==> src/rtl/arnv_pkg.sv <==
// package: register map, field positions and timing constants for the add-on reset/nv control block
package arnv_pkg;
  localparam logic [7:0] ARNV_CTRL_OFFSET = 8'h3C;
  localparam logic [31:0] ARNV_CTRL_RESET = 32'h0000_0000;
  localparam int ARNV_ENABLE_READY_BIT = 31;
  localparam int ARNV_OPCODE_HIGH_BIT = 30;
  localparam int ARNV_OPCODE_LOW_BIT = 29;
  localparam int ARNV_FAILED_BIT = 28;
  localparam int ARNV_MBOX_RESET_BIT = 27;
  localparam int ARNV_RDFIFO_RESET_BIT = 25;
  localparam int ARNV_PORT_LSB = 16;
  localparam int ARNV_PORT_MSB = 23;
  localparam int ARNV_BIST_LSB = 12;
  localparam int ARNV_BIST_MSB = 15;
  // serial clock: 100 kHz two-wire rate, quarter-bit phases
  localparam int ARNV_CLK_HZ = 25000000;
  localparam int ARNV_SCL_HZ = 100000;
  localparam int ARNV_QUARTER_CYC = ARNV_CLK_HZ / (ARNV_SCL_HZ * 4);
  localparam logic [6:0] ARNV_DEV_WRITE = 7'h50;
  typedef enum logic [1:0] {ARNV_OP_LOW, ARNV_OP_HIGH, ARNV_OP_WRITE, ARNV_OP_READ} arnv_op_t;
endpackage

==> src/rtl/arnv_reset_control.sv <==
// module: add-on reset and nv memory control register with arbitration
`timescale 1ns/1ns
// Notes on behaviour
// - opcode bits decode: 0xx none, 100 low, 101 high, 110 write, 111 read
// - enable/ready reads one while an add-on nv access is pending or busy, zero when ready
// - add-on and pci nv requests are arbitrated so both may issue freely
// - failed flag set when the last add-on nv read or write did not complete
// - failed flag clears automatically when the next add-on nv operation starts
// - writing one to bit 27 empties all incoming and outgoing mailbox flags
// - bit 27 produces a one-shot internal pulse, no write-back needed
// - bit 27 always reads zero
// - port byte carries address/data on writes, read result after a read
// - bit 25 pulses a read fifo reset, write only, only when pass-thru idle
module arnv_reset_control
  import arnv_pkg::*;
#(
  parameter int QUARTER = ARNV_QUARTER_CYC
)(
  input  wire logic        clk,
  input  wire logic        reset,
  input  wire logic        ce,
  input  wire logic [7:0]  addOnAddr,
  input  wire logic        addOnWr,
  input  wire logic        addOnRd,
  input  wire logic [3:0]  addOnBe,
  input  wire logic [31:0] addOnWrData,
  output logic      [31:0] addOnRdData,
  input  wire logic        pciReq,
  input  wire logic        pciIsRead,
  input  wire logic [15:0] pciAddr,
  input  wire logic [7:0]  pciWrData,
  output logic             pciGrant,
  output logic             pciDone,
  output logic             pciFailed,
  output logic [7:0]       pciRdData,
  input  wire logic [3:0]  bistCode,
  input  wire logic        passThruActive,
  output logic             mboxFlagReset,
  output logic             readFifoReset,
  input  wire logic        nvSdaPin,
  output logic             nvSclOe,
  output logic             nvSdaOe
);
  logic [7:0]  addrLo_r;
  logic [7:0]  addrHi_r;
  logic [7:0]  port_r;
  logic        aoPending_r;
  logic        aoIsRead_r;
  logic        aoOwner_r;
  logic        aoFailed_r;
  logic        engStart_r;
  logic        engIsRead_r;
  logic [15:0] engAddr_r;
  logic [7:0]  engData_r;
  logic        engBusy;
  logic        engFailed;
  logic        engBusyDly_r;
  logic [7:0]  engRdData;
  logic [2:0]  sdaSync_r;
  logic        sdaStable_r;

  wire hit    = (addOnAddr == ARNV_CTRL_OFFSET);
  wire wrHit  = addOnWr && hit;
  wire hiLane = wrHit && addOnBe[3];
  wire enBit  = addOnWrData[ARNV_ENABLE_READY_BIT];
  wire [1:0] opc = {addOnWrData[ARNV_OPCODE_HIGH_BIT], addOnWrData[ARNV_OPCODE_LOW_BIT]};
  wire aoBusy = aoPending_r || (engBusy && aoOwner_r) || (engStart_r && aoOwner_r) || (engBusyDly_r && aoOwner_r);
  wire engDone = engBusyDly_r && !engBusy;

  // three-stage pin synchroniser, change accepted when stages two and three agree
  always_ff @(posedge clk)
  begin
    if (reset)
    begin
      sdaSync_r   <= 3'b111;
      sdaStable_r <= 1'b1;
    end
    else if (ce)
    begin
      sdaSync_r <= {sdaSync_r[1:0], nvSdaPin};
      if (sdaSync_r[1] == sdaSync_r[2]) sdaStable_r <= sdaSync_r[2];
    end
  end

  // opcode decode of add-on writes, port byte loads
  always_ff @(posedge clk)
  begin
    if (reset)
    begin
      addrLo_r    <= 8'h00;
      addrHi_r    <= 8'h00;
      port_r      <= 8'h00;
      aoPending_r <= 1'b0;
      aoIsRead_r  <= 1'b0;
    end
    else if (ce)
    begin
      if (hiLane && enBit && !aoBusy && addOnBe[2])
      begin
        case (arnv_op_t'(opc))
          ARNV_OP_LOW:   addrLo_r <= addOnWrData[ARNV_PORT_MSB:ARNV_PORT_LSB];
          ARNV_OP_HIGH:  addrHi_r <= addOnWrData[ARNV_PORT_MSB:ARNV_PORT_LSB];
          ARNV_OP_WRITE:
          begin
            port_r      <= addOnWrData[ARNV_PORT_MSB:ARNV_PORT_LSB];
            aoPending_r <= 1'b1;
            aoIsRead_r  <= 1'b0;
          end
          ARNV_OP_READ:
          begin
            aoPending_r <= 1'b1;
            aoIsRead_r  <= 1'b1;
          end
          default:       aoPending_r <= aoPending_r;
        endcase
      end
      if (engStart_r && aoOwner_r) aoPending_r <= 1'b0;
      if (engDone && aoOwner_r && aoIsRead_r) port_r <= engRdData;
    end
  end

  // arbiter: one engine, round-robin between add-on and pci requests
  always_ff @(posedge clk)
  begin
    if (reset)
    begin
      engStart_r   <= 1'b0;
      engIsRead_r  <= 1'b0;
      engAddr_r    <= 16'h0000;
      engData_r    <= 8'h00;
      aoOwner_r    <= 1'b0;
      pciGrant     <= 1'b0;
      engBusyDly_r <= 1'b0;
    end
    else if (ce)
    begin
      engBusyDly_r <= engBusy;
      engStart_r <= 1'b0;
      pciGrant <= 1'b0;
      if (!engBusy && !engStart_r && !engBusyDly_r)
      begin
        if (aoPending_r && (!pciReq || !aoOwner_r))
        begin
          engStart_r  <= 1'b1;
          aoOwner_r   <= 1'b1;
          engIsRead_r <= aoIsRead_r;
          engAddr_r   <= {addrHi_r, addrLo_r};
          engData_r   <= port_r;
        end
        else if (pciReq)
        begin
          engStart_r  <= 1'b1;
          aoOwner_r   <= 1'b0;
          pciGrant    <= 1'b1;
          engIsRead_r <= pciIsRead;
          engAddr_r   <= pciAddr;
          engData_r   <= pciWrData;
        end
      end
    end
  end

  // completion status for each side
  always_ff @(posedge clk)
  begin
    if (reset)
    begin
      aoFailed_r <= 1'b0;
      pciDone    <= 1'b0;
      pciFailed  <= 1'b0;
      pciRdData  <= 8'h00;
    end
    else if (ce)
    begin
      pciDone <= engDone && !aoOwner_r;
      if (engStart_r && aoOwner_r) aoFailed_r <= 1'b0;
      if (engDone && aoOwner_r) aoFailed_r <= engFailed;
      if (engDone && !aoOwner_r)
      begin
        pciFailed <= engFailed;
        pciRdData <= engRdData;
      end
    end
  end

  // one-shot reset pulses from write-only bits
  always_ff @(posedge clk)
  begin
    if (reset)
    begin
      mboxFlagReset <= 1'b0;
      readFifoReset <= 1'b0;
    end
    else if (ce)
    begin
      mboxFlagReset <= hiLane && addOnWrData[ARNV_MBOX_RESET_BIT];
      readFifoReset <= hiLane && addOnWrData[ARNV_RDFIFO_RESET_BIT] && !passThruActive;
    end
  end

  // read data; write-only bits and reserved bits read zero
  always_ff @(posedge clk)
  begin
    if (reset) addOnRdData <= ARNV_CTRL_RESET;
    else if (ce)
    begin
      addOnRdData <= 32'h0000_0000;
      if (addOnRd && hit)
      begin
        addOnRdData[ARNV_ENABLE_READY_BIT] <= aoBusy;
        addOnRdData[ARNV_FAILED_BIT] <= aoFailed_r;
        addOnRdData[ARNV_PORT_MSB:ARNV_PORT_LSB] <= port_r;
        addOnRdData[ARNV_BIST_MSB:ARNV_BIST_LSB] <= bistCode;
      end
    end
  end

  arnv_serial_engine #(.QUARTER(QUARTER)) engine (
    .clk    (clk),
    .reset  (reset),
    .ce     (ce),
    .start  (engStart_r),
    .isRead (engIsRead_r),
    .addr   (engAddr_r),
    .wrData (engData_r),
    .sdaIn  (sdaStable_r),
    .sclOe  (nvSclOe),
    .sdaOe  (nvSdaOe),
    .busy   (engBusy),
    .failed (engFailed),
    .rdData (engRdData)
  );
endmodule

==> src/rtl/arnv_serial_engine.sv <==
// module: two-wire serial memory engine doing one random write or read of a byte
`timescale 1ns/1ns
module arnv_serial_engine
  import arnv_pkg::*;
#(
  parameter int QUARTER = ARNV_QUARTER_CYC
)(
  input  wire logic        clk,
  input  wire logic        reset,
  input  wire logic        ce,
  input  wire logic        start,
  input  wire logic        isRead,
  input  wire logic [15:0] addr,
  input  wire logic [7:0]  wrData,
  input  wire logic        sdaIn,
  output logic             sclOe,
  output logic             sdaOe,
  output logic             busy,
  output logic             failed,
  output logic [7:0]       rdData
);
  // phases of the serial transaction
  typedef enum {S_IDLE, S_START, S_BIT, S_STOP} arnv_phase_t;
  arnv_phase_t phase_r;
  logic [1:0]  quarter_r;
  logic [15:0] tick_r;
  logic [3:0]  bitIdx_r;   // 0..7 data, 8 = ack slot
  logic [2:0]  byteIdx_r;
  logic [2:0]  lastByte_r;
  logic        restart_r;
  logic [7:0]  shift_r;
  logic        nack_r;
  logic        lastReadByte;

  // byte sequence: devW, addrHi, addrLo, (data | restart devR, read)
  function automatic logic [7:0] byteFor(input logic [2:0] idx);
    case (idx)
      3'h0: byteFor = {ARNV_DEV_WRITE, 1'b0};
      3'h1: byteFor = addr[15:8];
      3'h2: byteFor = addr[7:0];
      3'h3: byteFor = isRead ? {ARNV_DEV_WRITE, 1'b1} : wrData;
      default: byteFor = 8'hFF;
    endcase
  endfunction

  assign lastReadByte = isRead && (byteIdx_r == 3'h4);
  wire tickDone = (tick_r == 16'(QUARTER - 1));

  // phase sequencer; sdaOe/sclOe low means the line is pulled low
  always_ff @(posedge clk)
  begin
    if (reset)
    begin
      phase_r    <= S_IDLE;
      quarter_r  <= 2'h0;
      tick_r     <= 16'h0000;
      bitIdx_r   <= 4'h0;
      byteIdx_r  <= 3'h0;
      lastByte_r <= 3'h0;
      restart_r  <= 1'b0;
      shift_r    <= 8'h00;
      nack_r     <= 1'b0;
      sclOe      <= 1'b1;
      sdaOe      <= 1'b1;
      busy       <= 1'b0;
      failed     <= 1'b0;
      rdData     <= 8'h00;
    end
    else if (ce)
    begin
      tick_r <= tickDone ? 16'h0000 : tick_r + 16'h0001;
      case (phase_r)
        S_IDLE:
        begin
          tick_r <= 16'h0000;
          if (start)
          begin
            busy       <= 1'b1;
            failed     <= 1'b0;
            nack_r     <= 1'b0;
            byteIdx_r  <= 3'h0;
            lastByte_r <= isRead ? 3'h4 : 3'h3;
            restart_r  <= 1'b0;
            quarter_r  <= 2'h0;
            phase_r    <= S_START;
          end
        end
        S_START: if (tickDone)
        begin
          quarter_r <= quarter_r + 2'h1;
          if (quarter_r == 2'h0)
          begin
            sdaOe <= 1'b1;
            sclOe <= 1'b1;
          end
          if (quarter_r == 2'h1) sdaOe <= 1'b0;
          if (quarter_r == 2'h2) sclOe <= 1'b0;
          if (quarter_r == 2'h3)
          begin
            shift_r  <= byteFor(restart_r ? 3'h3 : byteIdx_r);
            bitIdx_r <= 4'h0;
            phase_r  <= S_BIT;
          end
        end
        S_BIT: if (tickDone)
        begin
          quarter_r <= quarter_r + 2'h1;
          if (quarter_r == 2'h0)
            sdaOe <= (bitIdx_r == 4'h8) || lastReadByte || shift_r[7];  // read byte gets a nack to end it
          if (quarter_r == 2'h1) sclOe <= 1'b1;
          if (quarter_r == 2'h2)
          begin
            if (bitIdx_r == 4'h8) nack_r <= nack_r | (!lastReadByte & sdaIn);
            else if (lastReadByte) rdData <= {rdData[6:0], sdaIn};
          end
          if (quarter_r == 2'h3)
          begin
            sclOe <= 1'b0;
            shift_r <= {shift_r[6:0], 1'b0};
            bitIdx_r <= bitIdx_r + 4'h1;
            if (bitIdx_r == 4'h8)
            begin
              bitIdx_r <= 4'h0;
              if (byteIdx_r == lastByte_r) phase_r <= S_STOP;
              else if (isRead && byteIdx_r == 3'h2 && !restart_r)
              begin
                restart_r <= 1'b1;
                byteIdx_r <= 3'h3;
                phase_r   <= S_START;
              end
              else
              begin
                byteIdx_r <= byteIdx_r + 3'h1;
                shift_r <= byteFor(byteIdx_r + 3'h1);
              end
            end
          end
        end
        S_STOP: if (tickDone)
        begin
          quarter_r <= quarter_r + 2'h1;
          if (quarter_r == 2'h0) sdaOe <= 1'b0;
          if (quarter_r == 2'h1) sclOe <= 1'b1;
          if (quarter_r == 2'h2) sdaOe <= 1'b1;
          if (quarter_r == 2'h3)
          begin
            busy    <= 1'b0;
            failed  <= nack_r;
            phase_r <= S_IDLE;
          end
        end
        default: phase_r <= S_IDLE;
      endcase
    end
  end
endmodule

==> config.mk <==
export PLATFORM = sky130hd
export DESIGN_NAME = arnv_reset_control
export DESIGN_NICKNAME = d
export VERILOG_FILES = /design/src/rtl/arnv_pkg.sv /design/src/rtl/arnv_reset_control.sv /design/src/rtl/arnv_serial_engine.sv
export SDC_FILE = /design/constraint.sdc
export NUM_CORES = 1
export LEC_CHECK = 0
export BUFFER_PORTS_ARGS = -buffer_cell sky130_fd_sc_hd__buf_2
export CORE_UTILIZATION = 47
export CTS_CLUSTER_DIAMETER = 40
export DETAILED_ROUTE_END_ITERATION = 7
export GPL_TIMING_DRIVEN = 0
export PLACE_DENSITY_LB_ADDON = 0.12
export REMOVE_ABC_BUFFERS = 1
export SLEW_MARGIN = 20
export SYNTH_ARGS = -nofsm -noshare
export SYNTH_HDL_FRONTEND = slang
export SYNTH_SLANG_ARGS = --single-unit
==> constraint.sdc <==
create_clock -name clk -period 5.5 [get_ports clk]
set_input_delay 0.275 -clock clk [delete_from_list [all_inputs] [get_ports clk]]
set_output_delay 0.275 -clock clk [all_outputs]
set_load 0.01 [all_outputs]
==> flow_summary.json <==
{
  "status": "finished, final reports clean",
  "async_flop_share": 0,
  "cts_sinks": 137,
  "die_w_um": 123,
  "p_int_mw": 1.73,
  "synthXorXnorAreaFrac": 0.0192,
  "required_ns": 5.76,
  "gr-usage-all-layers": 0.234,
  "regArea_um2": 2740,
  "grt_max_degree": 88,
  "dp_slack_ns": 2.72,
  "dr.pass1.iters": 8,
  "arrival_ns": 3.10,
  "hold_viol": 0,
  "tns_ns": 0,
  "detail-route-antenna-nets": 0,
  "start_util": 0.486,
  "hold_buffers": 0,
  "p_total_mw": 2.29,
  "cts_tree": "built",
  "synth_area_um2": 6830,
  "fp.coreArea_um2": 14000,
  "hold_class": "input port to flip-flop",
  "drive_gt1_frac": 0.169,
  "start_kind": "flip-flop",
  "power.density_nw_per_um2": 292,
  "place_hpwl_mm": 11.5,
  "synthAdderAreaFrac": 0.0257,
  "synth.distinct_cells": 70,
  "post-route-period-util": 0.515,
  "r2r_cells": 5,
  "max_freq_ghz": 0.353,
  "num_rows": 43,
  "synth_area_leaders": "dfxtp_1 40%, mux2i_1 9.1%, nor2_1 6.7%",
  "busiest_layer": "met2",
  "synth_compound_area_frac": 0.191,
  "synthMuxAreaShare": 0.0931,
  "wl_mm": 16.7,
  "ys_ff_latch": 137,
  "synth-main-ff-cell": "dfxtp_1",
  "die-area_um2": 15000,
  "met1_usage": 0.310,
  "power_frac_clock": 0.482,
  "cts_setup_buffers": 0,
  "portBuffers": 88,
  "multi_input_area_um2": 3710,
  "endpoint_kind": "flip-flop",
  "seq_area_frac_synth": 0.402,
  "viasPerCell": 5.69,
  "power_switching_uw": 567,
  "cts.path.max_buffers": 2,
  "htreeDepth": 4,
  "synthSimpleGateAreaFrac": 0.203,
  "pin_count": 128,
  "slew_violations": 0,
  "nFillCells": 1284,
  "antenna_found_initial": 0,
  "cap_violations": 0,
  "final_net_count": 936,
  "n_antenna_cell": 0,
  "holdPathStages": 2,
  "use_met3": 0.0525,
  "critical_path_class": "flip-flop to flip-flop",
  "timing.final.ws_setup_ns": 2.66,
  "yosysTopAreaCell": "dfxtp_1",
  "drt_iter0_markers": 424,
  "crit_fanout": 13,
  "synth_top_cell_area_share": 0.402,
  "synth-edff-count": 0,
  "period_needed_ns": 2.84,
  "rsz0062_at_grt": "false",
  "place.gp.congestion": 0.814,
  "numCtsBuffers": 17,
  "cts_root_buf": "clkbuf_16",
  "synthCells": 786,
  "grt_pass1_vias": 5590,
  "area_growth_pct": 15.2,
  "power_leakage_nw": 3.18,
  "clk_pin_slew_ns": 0.06,
  "grt-ovfl-total": 0,
  "clk_latency_ns": 0.42,
  "synthTopCellsByCount": "137 x dfxtp_1, 122 x nor2_1, 62 x mux2i_1",
  "use_met2": 0.375,
  "swShare": 0.247,
  "peakVddDrop_mv": 0.293,
  "synth_top_family_by_area": "simple AND/OR/NAND/NOR gates",
  "vias": 5880,
  "drc_errors": 0,
  "die_h_um": 123,
  "yosysMostFrequentCell": "dfxtp_1",
  "setup_viol": 0,
  "cts_resized": 0,
  "drt-wirelength-per-cell_um": 16.1,
  "grt_pass1_wl_mm": 27.6,
  "fin_skew_ns": 0.0129,
  "pwr-share-seq": 0.452,
  "p_comb_frac": 0.066,
  "synth_warnings": 0,
  "synth.avg_cell_area_um2": 8.69,
  "tightest_slew_ns": 1.00,
  "maxSlewHeadroom": 0.330
}
-- worst max-delay path, stage by stage (launching register included) --
cell      delay, ns
dfxtp_1        0.36
nor4_1         0.59
and4_1         0.62
nor2_1         0.16
o21bai_1       0.81
nor2_1         0.13
-- cells by family after synthesis --
logic type      count (synthesis)
other cells                     1
flops                         137
xor+xnor                       15
fa+ha+maj                      14
compound gates                190
mux                            63
simple gates                  272
buf+inv                        94
-- flip-flops by register name (all words and copies together), names as in the netlist, 2 cells and up --
signal	cells
engine.quarter_r	2
pciRdData	8
engine.lastByte_r	2
engine.tick_r	16
engine.phase_r	2
engAddr_r	16
addOnRdData	14
engine.rdData	8
engine.byteIdx_r	3
sdaSync_r	3
engine.bitIdx_r	4
addrLo_r	8
engData_r	8
addrHi_r	8
engine.shift_r	8
port_r	8
-- per-stage QoR --
step / hold WS (ns) / utilization / instances / instance area, µm²
after detailed placement: 0.441 / 0.519 / 1002 / 7290
after floorplan: 0.344 / - / 729 / 6510
final: 0.0640 / 0.560 / 1034 / 7870
after global routing: 0.0667 / 0.560 / 1034 / 7870
after global placement: 0.438 / 0.511 / 997 / 7180
after CTS: 0.0525 / 0.560 / 1034 / 7870
-- layout make-up --
type,instances,area share
Inverter,20,0.00955
Clock buffer,21,0.0585
Timing Repair Buffer,93,0.0679
Sequential cell,137,0.349
Tap cell,180,0.0286
Clock inverter,11,0.0143
Multi-Input combinational cell,572,0.472
-- worst paths after layout --
| path | from | end | slack [ns] |
|---|---|---|---|
| max | engine.tick_r[6]$_SDFFE_PP0P_ | engine.tick_r[2]$_SDFFE_PP0P_ | 2.66 |
| min | nvSdaPin | sdaSync_r[0]$_SDFFE_PP1P_ | 0.06 |
| max reg2reg | engine.tick_r[6]$_SDFFE_PP0P_ | engine.tick_r[2]$_SDFFE_PP0P_ | 2.66 |
| min reg2reg | engine.nack_r$_SDFFE_PP0P_ | engine.nack_r$_SDFFE_PP0P_ | 0.45 |
-- metal layers --
layer | vias to the layer above | wire length, µm
met5 | - | 0
met4 | 0 | 188
met3 | 15 | 826
met2 | 180 | 7790
met1 | 2768 | 7860
li1 | 2917 | -
-- power groups by stage --
| stage | Sequential, mW | Combinational, mW | Clock [mW] |
|---|---|---|---|
| after floorplan | 1.05 | 0.0844 | 0 |
| after global placement | 1.06 | 0.142 | 0 |
| after detailed placement | 1.06 | 0.150 | 0 |
| after CTS | 1.04 | 0.151 | 1.13 |
| after global routing | 1.04 | 0.169 | 1.17 |
| final | 1.04 | 0.152 | 1.11 |
-- cell usage in the layout, fill, tap and decap left out, drive strengths merged, types with 21 or more instances in the layout --
cell	n
nand2	40
a211oi	39
mux2i	62
buf	93
inv	24
o21ai	22
nor2	122
dfxtp	137
a21oi	51
clkbuf	21
No activity file was read; power rests on OpenSTA's default activity.
